<file path="config.mk">
export PLATFORM = sky130hd
export DESIGN_NAME = ecp_host_port
export DESIGN_NICKNAME = d
export VERILOG_FILES = /design/src/logic/ecp_pkg.sv /design/src/logic/ecp_host_port.sv
export VERILOG_INCLUDE_DIRS = /design/src /design/src/logic
export SDC_FILE = /design/constraint.sdc
export NUM_CORES = 1
export LEC_CHECK = 0
export BUFFER_PORTS_ARGS = -buffer_cell sky130_fd_sc_hd__buf_4
export CAP_MARGIN = 20
export CORE_MARGIN = 1
export CORE_UTILIZATION = 45
export CTS_BUF_LIST = sky130_fd_sc_hd__clkbuf_2
export CTS_CLUSTER_DIAMETER = 120
export DETAILED_ROUTE_END_ITERATION = 7
export SYNTH_ARGS = -nofsm -noshare
export SYNTH_HDL_FRONTEND = slang
export SYNTH_SLANG_ARGS = --single-unit
</file>
<file path="constraint.sdc">
create_clock -name I_MCLK -period 3.6 [get_ports I_MCLK]
set_clock_uncertainty 0.05 [all_clocks]
set_input_delay 0.36 -clock I_MCLK [delete_from_list [all_inputs] [get_ports I_MCLK]]
set_output_delay 0.36 -clock I_MCLK [all_outputs]
set_load 0.01 [all_outputs]
</file>
<file path="src/logic/ecp_params.svh">
// constants of the extended capabilities host port: offsets, fields, resets
// assumes inclusion by the package and by the port module only
`ifndef ECP_PARAMS_SVH
`define ECP_PARAMS_SVH

// ==========================================
// register offsets from the port base
`define ECP_OFS_DATA   11'h000
`define ECP_OFS_DSR    11'h001
`define ECP_OFS_DCR    11'h002
`define ECP_OFS_FIFO   11'h400
`define ECP_OFS_CHANNEL_RESOURCE_B  11'h401
`define ECP_OFS_ECR    11'h402

// ==========================================
// mode field codes
`define ECP_MODE_SPP   3'h0
`define ECP_MODE_PS2   3'h1
`define ECP_MODE_COMPAT_OUTPUT_QUEUE 3'h2
`define ECP_MODE_ECP   3'h3
`define ECP_MODE_TEST  3'h6
`define ECP_MODE_CFG   3'h7

// ==========================================
// field positions
`define ECP_DCR_STB    0
`define ECP_DCR_AFD    1
`define ECP_DCR_INIT   2
`define ECP_DCR_SELIN  3
`define ECP_DCR_DIR    5
`define ECP_ECR_ERRN   4
`define ECP_ECR_DMA    3
`define ECP_ECR_SVC    2
`define ECP_TAG_BIT    8
`define ECP_RLE_FLAG   7
// synchroniser lanes
`define ECP_S_PCLK     0
`define ECP_S_BUSY     1
`define ECP_S_GRANT    2
`define ECP_S_SEL      3
`define ECP_S_ATTN     4
`define ECP_S_PD_LO    5

// ==========================================
// sizes and reset values
`define ECP_WORD       8
`define ECP_DEPTH      16
`define ECP_SVC_LEVEL  5'h08
`define ECP_DCR_RST    6'h00
`define ECP_DATA_RST   8'h00
`define ECP_RLE_RST    8'h01
`define ECP_FIXED_CAPABILITY_A_VAL  8'h10

`endif

</file>
<file path="src/logic/ecp_pkg.sv">
// types of the extended capabilities host port
// assumes ecp_params.svh is on the include path
`include "ecp_params.svh"

package ecp_pkg;

	// ==========================================
	// engine states
	typedef enum logic [1:0] {FW_IDLE, FW_DRIVE, FW_STROBE} ecp_fwd_t;
	typedef enum logic [1:0] {RV_IDLE, RV_WAIT, RV_ACK, RV_REPEAT} ecp_rev_t;

	// ==========================================
	// whole state of the port
	typedef struct packed {
		logic [`ECP_DEPTH-1:0][`ECP_WORD:0] mem;
		logic [3:0]                         wp;
		logic [3:0]                         rp;
		logic [4:0]                         cnt;
		logic [12:0]                        s1;
		logic [12:0]                        s2;
		logic [7:0]                         data_latch;
		logic [5:0]                         dcr;
		logic [2:0]                         mode;
		logic                               err_en_n;
		logic                               dma_en;
		logic                               svc;
		logic [7:0]                         last;
		logic [8:0]                         cur;
		logic [7:0]                         cap;
		logic [7:0]                         rep;
		logic [7:0]                         repeat_count_code;
		ecp_fwd_t                           fw;
		ecp_rev_t                           rv;
		logic                               strobe_n;
		logic                               host_flow_ack;
		logic                               o_strobe;
		logic                               o_afd;
		logic                               o_init;
		logic                               o_selin;
		logic [7:0]                         o_pd;
		logic                               o_pd_oe;
		logic                               o_err;
		logic                               o_dma;
		logic [7:0]                         o_rdata;
	} ecp_state_t;

endpackage

</file>
<file path="src/logic/ecp_host_port.sv">
// extended capabilities parallel host port: registers, shared queue, engines
// assumes a one-cycle register port on I_MCLK and asynchronous link pins
//
// Summary of operation
// RL1 - every port word crosses as eight bits
// RL2 - all queue views share one 16-byte buffer
// RL3 - run-length byte repeats next data, not stored
// RL4 - decompression built, compression left out
// RL5 - forward byte captured on interlocked strobe edge
// RL6 - peripheral busy low means ready for data
// RL7 - peripheral ack marks reverse command or data
// RL8 - peripheral clock low marks valid reverse data
// RL9 - host ack low requests reverse byte, interlocked
// RL10 - host ack marks forward address or data
// RL11 - direction request low reverse, high forward
// RL12 - peripheral grants reverse by pulling grant low
// RL13 - no data drive until grant allows it
// RL14 - peripheral drives only with host ack low
// RL15 - attention line raises error interrupt forward
// RL16 - attention only hints; host owns direction
// RL17 - extended select held deasserted in extended mode
// RL18 - no negotiation; automatic burst both directions with dma
// RL19 - compatibility handshake runs in hardware too
// RL20 - status and control reachable in every mode
// RL21 - config b reports irq and dma selection
// RL22 - mode 011 enables extended queues
// RL23 - address queue bytes tagged, sent forward only
// RL24 - command bit7 clear gives repeat count plus one
//
// Added by the designer: the register addresses and the plain strobed port.
`timescale 1ns/10ps
`include "ecp_params.svh"

module ecp_host_port (
	input  wire logic        I_MCLK,
	input  wire logic        I_SYS_RST,
	input  wire logic [10:0] I_ADDR,
	input  wire logic [7:0]  I_WDATA,
	input  wire logic        I_WR,
	input  wire logic        I_RD,
	output logic      [7:0]  O_RDATA,
	input  wire logic [2:0]  I_CFG_IRQ_SEL,
	input  wire logic [2:0]  I_CFG_DMA_SEL,
	input  wire logic        I_PERIPH_VALID_CLOCK,
	input  wire logic        I_PERIPH_FLOW_ACK,
	input  wire logic        I_REVERSE_GRANT,
	input  wire logic        I_SELECT,
	input  wire logic        I_PERIPH_ATTENTION,
	input  wire logic [7:0]  I_PARALLEL_DATA_LINES,
	output logic      [7:0]  O_PARALLEL_DATA_LINES,
	output logic             O_PARALLEL_DATA_LINES_OE,
	output logic             O_HOST_CLOCK_STROBE,
	output logic             O_HOST_FLOW_ACK,
	output logic             O_DIRECTION_REQUEST,
	output logic             O_SELECT_IN_LINE,
	output logic             O_ERROR_IRQ,
	output logic             O_DMA_REQ
);

	// ==========================================
	// helpers
	function automatic logic is_fifo_mode(input logic [2:0] m);
		is_fifo_mode = (m == `ECP_MODE_COMPAT_OUTPUT_QUEUE) || (m == `ECP_MODE_ECP) ||
			(m == `ECP_MODE_TEST);
	endfunction

	function automatic logic is_ecp_rev(input logic [2:0] m, input logic dir);
		is_ecp_rev = (m == `ECP_MODE_ECP) && dir;
	endfunction

	// ==========================================
	// state
	ecp_pkg::ecp_state_t state_reg;
	ecp_pkg::ecp_state_t state_next;

	logic       clk_s;
	logic       busy_s;
	logic       grant_s;
	logic       sel_s;
	logic       attn_s;
	logic [7:0] pd_s;
	logic       dir;
	logic       rev;
	logic       full;
	logic       fwd_ok;
	logic       push_v;
	logic [8:0] push_d;
	logic       pop_v;

	always_comb begin
		state_next = state_reg;
		push_v = 1'b0;
		push_d = 9'h000;
		pop_v = 1'b0;
		clk_s = state_reg.s2[`ECP_S_PCLK];
		busy_s = state_reg.s2[`ECP_S_BUSY];
		grant_s = state_reg.s2[`ECP_S_GRANT];
		sel_s = state_reg.s2[`ECP_S_SEL];
		attn_s = state_reg.s2[`ECP_S_ATTN];
		pd_s = state_reg.s2[`ECP_S_PD_LO +: 8];
		dir = state_reg.dcr[`ECP_DCR_DIR];
		rev = is_ecp_rev(state_reg.mode, dir);
		full = (state_reg.cnt == 5'(`ECP_DEPTH));
		fwd_ok = (state_reg.mode == `ECP_MODE_COMPAT_OUTPUT_QUEUE) ||
			((state_reg.mode == `ECP_MODE_ECP) && !dir && grant_s);

		// pins pass two flops before use
		state_next.s1 = {I_PARALLEL_DATA_LINES, I_PERIPH_ATTENTION, I_SELECT, I_REVERSE_GRANT,
			I_PERIPH_FLOW_ACK, I_PERIPH_VALID_CLOCK};
		state_next.s2 = state_reg.s1;

		// ==========================================
		// register writes
		if (I_WR) begin
			case (I_ADDR)
				`ECP_OFS_DATA: begin
					if (state_reg.mode == `ECP_MODE_ECP) begin
						if (!dir && !full) begin
							push_v = 1'b1; // RL23
							push_d = {1'b1, I_WDATA};
						end
					end else if (!is_fifo_mode(state_reg.mode)) begin
						state_next.data_latch = I_WDATA;
					end
				end
				`ECP_OFS_DCR: state_next.dcr = I_WDATA[5:0]; // RL20
				`ECP_OFS_FIFO: begin
					if (is_fifo_mode(state_reg.mode) && !rev && !full) begin
						push_v = 1'b1; // RL2
						push_d = {1'b0, I_WDATA};
					end
				end
				`ECP_OFS_ECR: begin
					state_next.mode = I_WDATA[7:5]; // RL22
					state_next.err_en_n = I_WDATA[`ECP_ECR_ERRN];
					state_next.dma_en = I_WDATA[`ECP_ECR_DMA];
					state_next.svc = I_WDATA[`ECP_ECR_SVC];
				end
				default: begin
				end
			endcase
		end

		// ==========================================
		// register reads, data one cycle later
		state_next.o_rdata = 8'h00;
		if (I_RD) begin
			case (I_ADDR)
				`ECP_OFS_DATA:
					if (!is_fifo_mode(state_reg.mode))
						state_next.o_rdata = pd_s;
				`ECP_OFS_DSR: // RL20
					state_next.o_rdata = {~busy_s, clk_s, grant_s, sel_s, attn_s, 3'h0};
				`ECP_OFS_DCR: state_next.o_rdata = {2'h0, state_reg.dcr};
				`ECP_OFS_FIFO: begin
					if (state_reg.mode == `ECP_MODE_CFG) begin
						state_next.o_rdata = `ECP_FIXED_CAPABILITY_A_VAL;
					end else if (rev || (state_reg.mode == `ECP_MODE_TEST)) begin
						if (state_reg.cnt != 5'h00) begin
							pop_v = 1'b1;
							state_next.o_rdata = state_reg.mem[state_reg.rp][7:0];
							state_next.last = state_reg.mem[state_reg.rp][7:0];
						end else begin
							state_next.o_rdata = state_reg.last;
						end
					end
				end
				`ECP_OFS_CHANNEL_RESOURCE_B:
					if (state_reg.mode == `ECP_MODE_CFG) // RL21 RL4
						state_next.o_rdata = {1'b0, state_reg.o_err, I_CFG_IRQ_SEL,
							I_CFG_DMA_SEL};
				`ECP_OFS_ECR:
					state_next.o_rdata = {state_reg.mode, state_reg.err_en_n,
						state_reg.dma_en, state_reg.svc, full, state_reg.cnt == 5'h00};
				default: state_next.o_rdata = 8'h00;
			endcase
		end

		// ==========================================
		// forward engine, extended and compatibility
		case (state_reg.fw)
			ecp_pkg::FW_IDLE: begin
				state_next.strobe_n = 1'b1;
				if (fwd_ok && state_reg.cnt != 5'h00 && !pop_v) begin
					pop_v = 1'b1;
					state_next.cur = state_reg.mem[state_reg.rp];
					if (state_reg.mode == `ECP_MODE_ECP)
						state_next.host_flow_ack = ~state_reg.mem[state_reg.rp][`ECP_TAG_BIT]; // RL10
					state_next.fw = ecp_pkg::FW_DRIVE;
				end
			end
			ecp_pkg::FW_DRIVE: begin
				if (!busy_s) begin
					state_next.strobe_n = 1'b0; // RL5 RL6 RL19
					state_next.fw = ecp_pkg::FW_STROBE;
				end
			end
			ecp_pkg::FW_STROBE: begin
				if (busy_s) begin
					state_next.strobe_n = 1'b1; // RL5
					state_next.fw = ecp_pkg::FW_IDLE;
				end
			end
			default: state_next.fw = ecp_pkg::FW_IDLE;
		endcase

		// ==========================================
		// reverse engine with run-length expansion
		case (state_reg.rv)
			ecp_pkg::RV_IDLE: begin
				if (rev && !grant_s && !full) begin
					state_next.host_flow_ack = 1'b0; // RL9
					state_next.rv = ecp_pkg::RV_WAIT;
				end
			end
			ecp_pkg::RV_WAIT: begin
				// turned back before the byte came: withdraw the request
				if (!rev) begin
					state_next.host_flow_ack = 1'b1;
					state_next.rv = ecp_pkg::RV_IDLE;
				end else if (!clk_s) begin // RL8
					if (busy_s) begin // RL7
						state_next.cap = pd_s;
						state_next.rep = state_reg.repeat_count_code;
						state_next.repeat_count_code = `ECP_RLE_RST;
					end else if (!pd_s[`ECP_RLE_FLAG]) begin
						state_next.repeat_count_code = 8'({1'b0, pd_s[6:0]} + 8'h01); // RL3 RL24
					end
					state_next.host_flow_ack = 1'b1; // RL9
					state_next.rv = ecp_pkg::RV_ACK;
				end
			end
			ecp_pkg::RV_ACK: begin
				if (clk_s)
					state_next.rv = ecp_pkg::RV_REPEAT;
			end
			ecp_pkg::RV_REPEAT: begin
				if (state_reg.rep == 8'h00) begin
					state_next.rv = ecp_pkg::RV_IDLE;
				end else if (!full && !push_v) begin
					push_v = 1'b1; // RL3
					push_d = {1'b0, state_reg.cap};
					state_next.rep = state_reg.rep - 8'h01;
				end
			end
			default: state_next.rv = ecp_pkg::RV_IDLE;
		endcase

		// ==========================================
		// shared queue
		if (push_v) begin
			state_next.mem[state_reg.wp] = push_d; // RL1 RL2
			state_next.wp = state_reg.wp + 4'h1;
		end
		if (pop_v)
			state_next.rp = state_reg.rp + 4'h1;
		state_next.cnt = 5'(state_reg.cnt + {4'h0, push_v} - {4'h0, pop_v});

		// leaving the queue modes empties it and stops the engines
		if (!is_fifo_mode(state_next.mode)) begin
			state_next.wp = 4'h0;
			state_next.rp = 4'h0;
			state_next.cnt = 5'h00;
			state_next.fw = ecp_pkg::FW_IDLE;
			state_next.rv = ecp_pkg::RV_IDLE;
			state_next.strobe_n = 1'b1;
			state_next.host_flow_ack = 1'b1;
			state_next.rep = 8'h00;
			state_next.repeat_count_code = `ECP_RLE_RST;
		end

		// service flag: hardware set wins over software clear
		if (is_fifo_mode(state_reg.mode) && !state_reg.dma_en &&
			(rev ? state_reg.cnt >= `ECP_SVC_LEVEL : state_reg.cnt < `ECP_SVC_LEVEL))
			state_next.svc = 1'b1;

		// ==========================================
		// pin outputs
		case (state_next.mode)
			`ECP_MODE_ECP: begin
				state_next.o_strobe = state_next.strobe_n;
				state_next.o_afd = state_next.host_flow_ack;
				state_next.o_init = ~state_next.dcr[`ECP_DCR_DIR]; // RL11 RL16
				state_next.o_selin = 1'b1; // RL17
				state_next.o_pd = state_next.cur[7:0];
				state_next.o_pd_oe = ~state_next.dcr[`ECP_DCR_DIR] && grant_s; // RL13
			end
			`ECP_MODE_COMPAT_OUTPUT_QUEUE: begin
				state_next.o_strobe = state_next.strobe_n; // RL19
				state_next.o_afd = ~state_next.dcr[`ECP_DCR_AFD];
				state_next.o_init = state_next.dcr[`ECP_DCR_INIT];
				state_next.o_selin = ~state_next.dcr[`ECP_DCR_SELIN];
				state_next.o_pd = state_next.cur[7:0];
				state_next.o_pd_oe = 1'b1;
			end
			default: begin
				state_next.o_strobe = ~state_next.dcr[`ECP_DCR_STB];
				state_next.o_afd = ~state_next.dcr[`ECP_DCR_AFD];
				state_next.o_init = state_next.dcr[`ECP_DCR_INIT];
				state_next.o_selin = ~state_next.dcr[`ECP_DCR_SELIN];
				state_next.o_pd = state_next.data_latch;
				state_next.o_pd_oe = (state_next.mode == `ECP_MODE_SPP) ||
					~state_next.dcr[`ECP_DCR_DIR];
			end
		endcase
		state_next.o_err = (state_reg.mode == `ECP_MODE_ECP) && !dir && !attn_s &&
			!state_reg.err_en_n; // RL15 RL16
		state_next.o_dma = state_reg.dma_en && is_fifo_mode(state_reg.mode) &&
			(rev ? state_reg.cnt != 5'h00 : !full); // RL18

		if (I_SYS_RST) begin
			state_next = '0;
			state_next.dcr = `ECP_DCR_RST;
			state_next.data_latch = `ECP_DATA_RST;
			state_next.mode = `ECP_MODE_SPP;
			state_next.err_en_n = 1'b1;
			state_next.repeat_count_code = `ECP_RLE_RST;
			state_next.fw = ecp_pkg::FW_IDLE;
			state_next.rv = ecp_pkg::RV_IDLE;
			state_next.strobe_n = 1'b1;
			state_next.host_flow_ack = 1'b1;
			state_next.o_strobe = 1'b1;
			state_next.o_afd = 1'b1;
			state_next.o_selin = 1'b1;
			state_next.o_pd_oe = 1'b1;
		end
	end

	always_ff @(posedge I_MCLK) begin
		state_reg <= state_next;
	end

	assign O_RDATA = state_reg.o_rdata;
	assign O_PARALLEL_DATA_LINES = state_reg.o_pd;
	assign O_PARALLEL_DATA_LINES_OE = state_reg.o_pd_oe;
	assign O_HOST_CLOCK_STROBE = state_reg.o_strobe;
	assign O_HOST_FLOW_ACK = state_reg.o_afd;
	assign O_DIRECTION_REQUEST = state_reg.o_init;
	assign O_SELECT_IN_LINE = state_reg.o_selin;
	assign O_ERROR_IRQ = state_reg.o_err;
	assign O_DMA_REQ = state_reg.o_dma;
endmodule

</file>
==> run metrics <==
dpl cell area 0.0131 sq mm; outcome finished, final reports clean; drt total wl 33300 microns; CTS Buffer Depth 3; Core Util, Final 51.8%; Arr. time, crit path 3.92 ns; CP Max Fanout 14; RSZ-0062 raised after global routing no; clock-pin slew on the worst setup and hold paths 0.08 ns; Finished Layout Cells 1707; total core area 0.0270 sq mm; area grow syn2layout 12.6%; max reg flops 234; Initial DRC Count 677; final slew viol count 0; Sw Share 25.9%; Hold Path Class input port to flop; drt pass-1 iters 7; antenna violations before repair 1; WL met1 15100 microns; Post-Layout Inst Area 0.0140 sq mm; Primary FF master, synth dfxtp_1; internal power 3.76 mW; worst hold slack 0.0963 ns; synth unique cells 67; Initial Util 46.0%; final hold violations 0; # IOs 65; Worst Max-Slew Pin Slew 1.05 ns; sequential power share 59.9%; htree depth 3; layout cell share with drive strength beyond 1 19.3%; cts bufs inserted 70; Setup crit end kind flop; syn avg cell area 10.0 sq um; Synth Net Count 1299; Root Buffer clkbuf_2; grt total ovfl 0; vias 9507; drt drc 0; ANT nets after route 0; die area 0.0282 sq mm; storage element area 0.00545 sq mm; Synth Cell Area 0.0124 sq mm; Vias/cell 5.57; die width 168 microns; DR WL met3 1470 microns; die span in y 168 microns; Tot Pwr 5.07 mW; DR WL/cell 19.5 microns; first-pass GRT wire length 51900 microns; YS warnings 0; Clock Sinks 272; Max Cap Violations 0; # fillers 2511; Tot GR Track Use 23.8%; share of the yosys chip area belonging to registers 43.9%; I/O Buffers 64; Req. time, crit path 4.28 ns; worst-skew pair later-pin latency 0.84 ns; met2 routed WL 16100 microns; worst ir drop on vdd 0.190 mV; startpoint types flop; Setup TNS 0 ns; Power Dens Cells 363 mW/mm^2; CP Class flop to flop; Setup-failing EPs final 0; P_leak 5.99 nW; Row Count 60; clock share of power 36.8%; routability cong. 0.868; Setup WS post-layout 0.360 ns; multi-input logic area 0.00633 sq mm; Rel. slew slack 29.9%; TritonCTS clock tree yes; final-stage net count 1397; cells after synthesis 1240; Post-synth EDFFs 0; P_sw 1.31 mW; Final period util 90.0%; detailed placement HPWL 21900 microns; top layer used by detailed routing met4; Setup WS pre-CTS 0.346 ns; Placed Cells 1568; Final min period 3.24 ns; Yosys reg bits 272; Async S/R FF share, synth 0%; fmax 0.309 GHz; Comb pwr share 3.3%; vias in the first global route 9330; largest net degree at the start of global routing 150
==> worst paths after layout <==
path                                     start              to  slack (ns)  cells after the start
worst min register to register  state_reg[109]         pd_s[1]        0.40                      1
worst min-delay path                 I_ADDR[0]      O_RDATA[6]         0.1                      4
worst max register to register   state_reg[75]  state_reg[120]        0.36                     14
worst max-delay path             state_reg[75]  state_reg[120]        0.36                     14
==> per-layer routing <==
metal	global-route usage [%]	vias to the layer above
met2	39.7	246
met3	4.35	56
met4	8.82	0
li1	-	4609
met5	0	-
met1	30.7	4596
==> cells in the mapped netlist, types with 7 or more instances <==
master	instances	share of area (%)
dfxtp_1	272	44
mux2i_1	190	15
nand2_1	190	5.8
nor2_1	75	2.3
clkbuf_1	50	1.5
buf_2	42	1.7
nor2b_1	39	2.0
mux4_2	37	6.7
a21oi_1	36	1.5
nand3_1	28	1.1
a22oi_1	27	1.6
inv_1	21	0.64
buf_4	19	1.2
ha_1	16	1.6
o21ai_0	13	0.52
a21o_1	12	0.73
nand4_1	11	0.56
nor3_1	10	0.40
a31oi_1	9	0.45
and2_1	9	0.45
a2111oi_0	8	0.57
a31oi_2	8	0.81
mux2_2	7	0.64
xnor2_1	7	0.49
==> logic make-up after synthesis <==
family | share of synthesized area [%]
AND/OR/NAND/NOR | 15.9
flip-flops | 43.9
multiplexers | 22.7
AO/OA/AOI/OAI | 9.75
buffers and inverters | 5.03
adder cells (fa/ha/maj) | 1.78
XOR/XNOR | 0.919
==> layout make-up <==
type | instances | area share [%]
clock buffers | 90 | 3.23
repair buffers | 138 | 8.39
inverters | 21 | 0.583
multi-input cells | 835 | 45.3
clock inverters | 9 | 0.341
flip-flops and latches | 272 | 39.0
well taps | 341 | 3.06
diodes | 1 | 0.0179
==> worst max-delay path, stage by stage, from the launching register on <==
cell	delay, ns
dfxtp_1	0.62
and3b_1	0.25
o2111a_1	0.35
a31oi_1	0.32
inv_1	0.14
ha_1	0.29
inv_1	0.04
ha_1	0.18
inv_1	0.07
fa_1	0.20
inv_1	0.05
a21oi_1	0.11
nor2_1	0.06
or3_1	0.30
a21oi_1	0.14
==> what timing repair did <==
| item | 4_1_cts | 5_1_grt |
|---|---|---|
| resized for setup | 0 | 0 |
| hold endpoints to repair | 65 | 0 |
| buffers inserted | 0 | 0 |
| hold buffers | 39 | 0 |
==> power groups by stage <==
stage	logic, mW	registers, mW	clock network (mW)
floorplan	0.0707	3.10	0
global placement	0.139	3.10	0
detailed placement	0.138	3.10	0
CTS	0.166	3.03	1.94
global route	0.179	3.04	2.08
finish	0.168	3.03	1.87
==> placed cells by master, fill, tap and decap left out, types with 6 or more instances in the layout <==
cell type and instances:
buf_4 96, a222oi_1 6, nand3_1 28, and3_1 6
a22oi_1 27, mux4_2 37, a21oi_1 36, ha_1 16
dfxtp_1 270, a2111oi_0 8, nand4_1 11, a31oi_1 9
clkbuf_2 90, mux2i_1 190, nand2_1 190, xnor2_1 7
and2_1 9, a31oi_2 8, dlygate4sd3_1 39, inv_1 20
xor2_1 6, nor2_1 75, a21o_1 12, nor2b_1 39
o21ai_0 13, mux2_2 7, nor3_1 10, or3_1 6
Note: power is estimated with default switching activity, not from simulation.
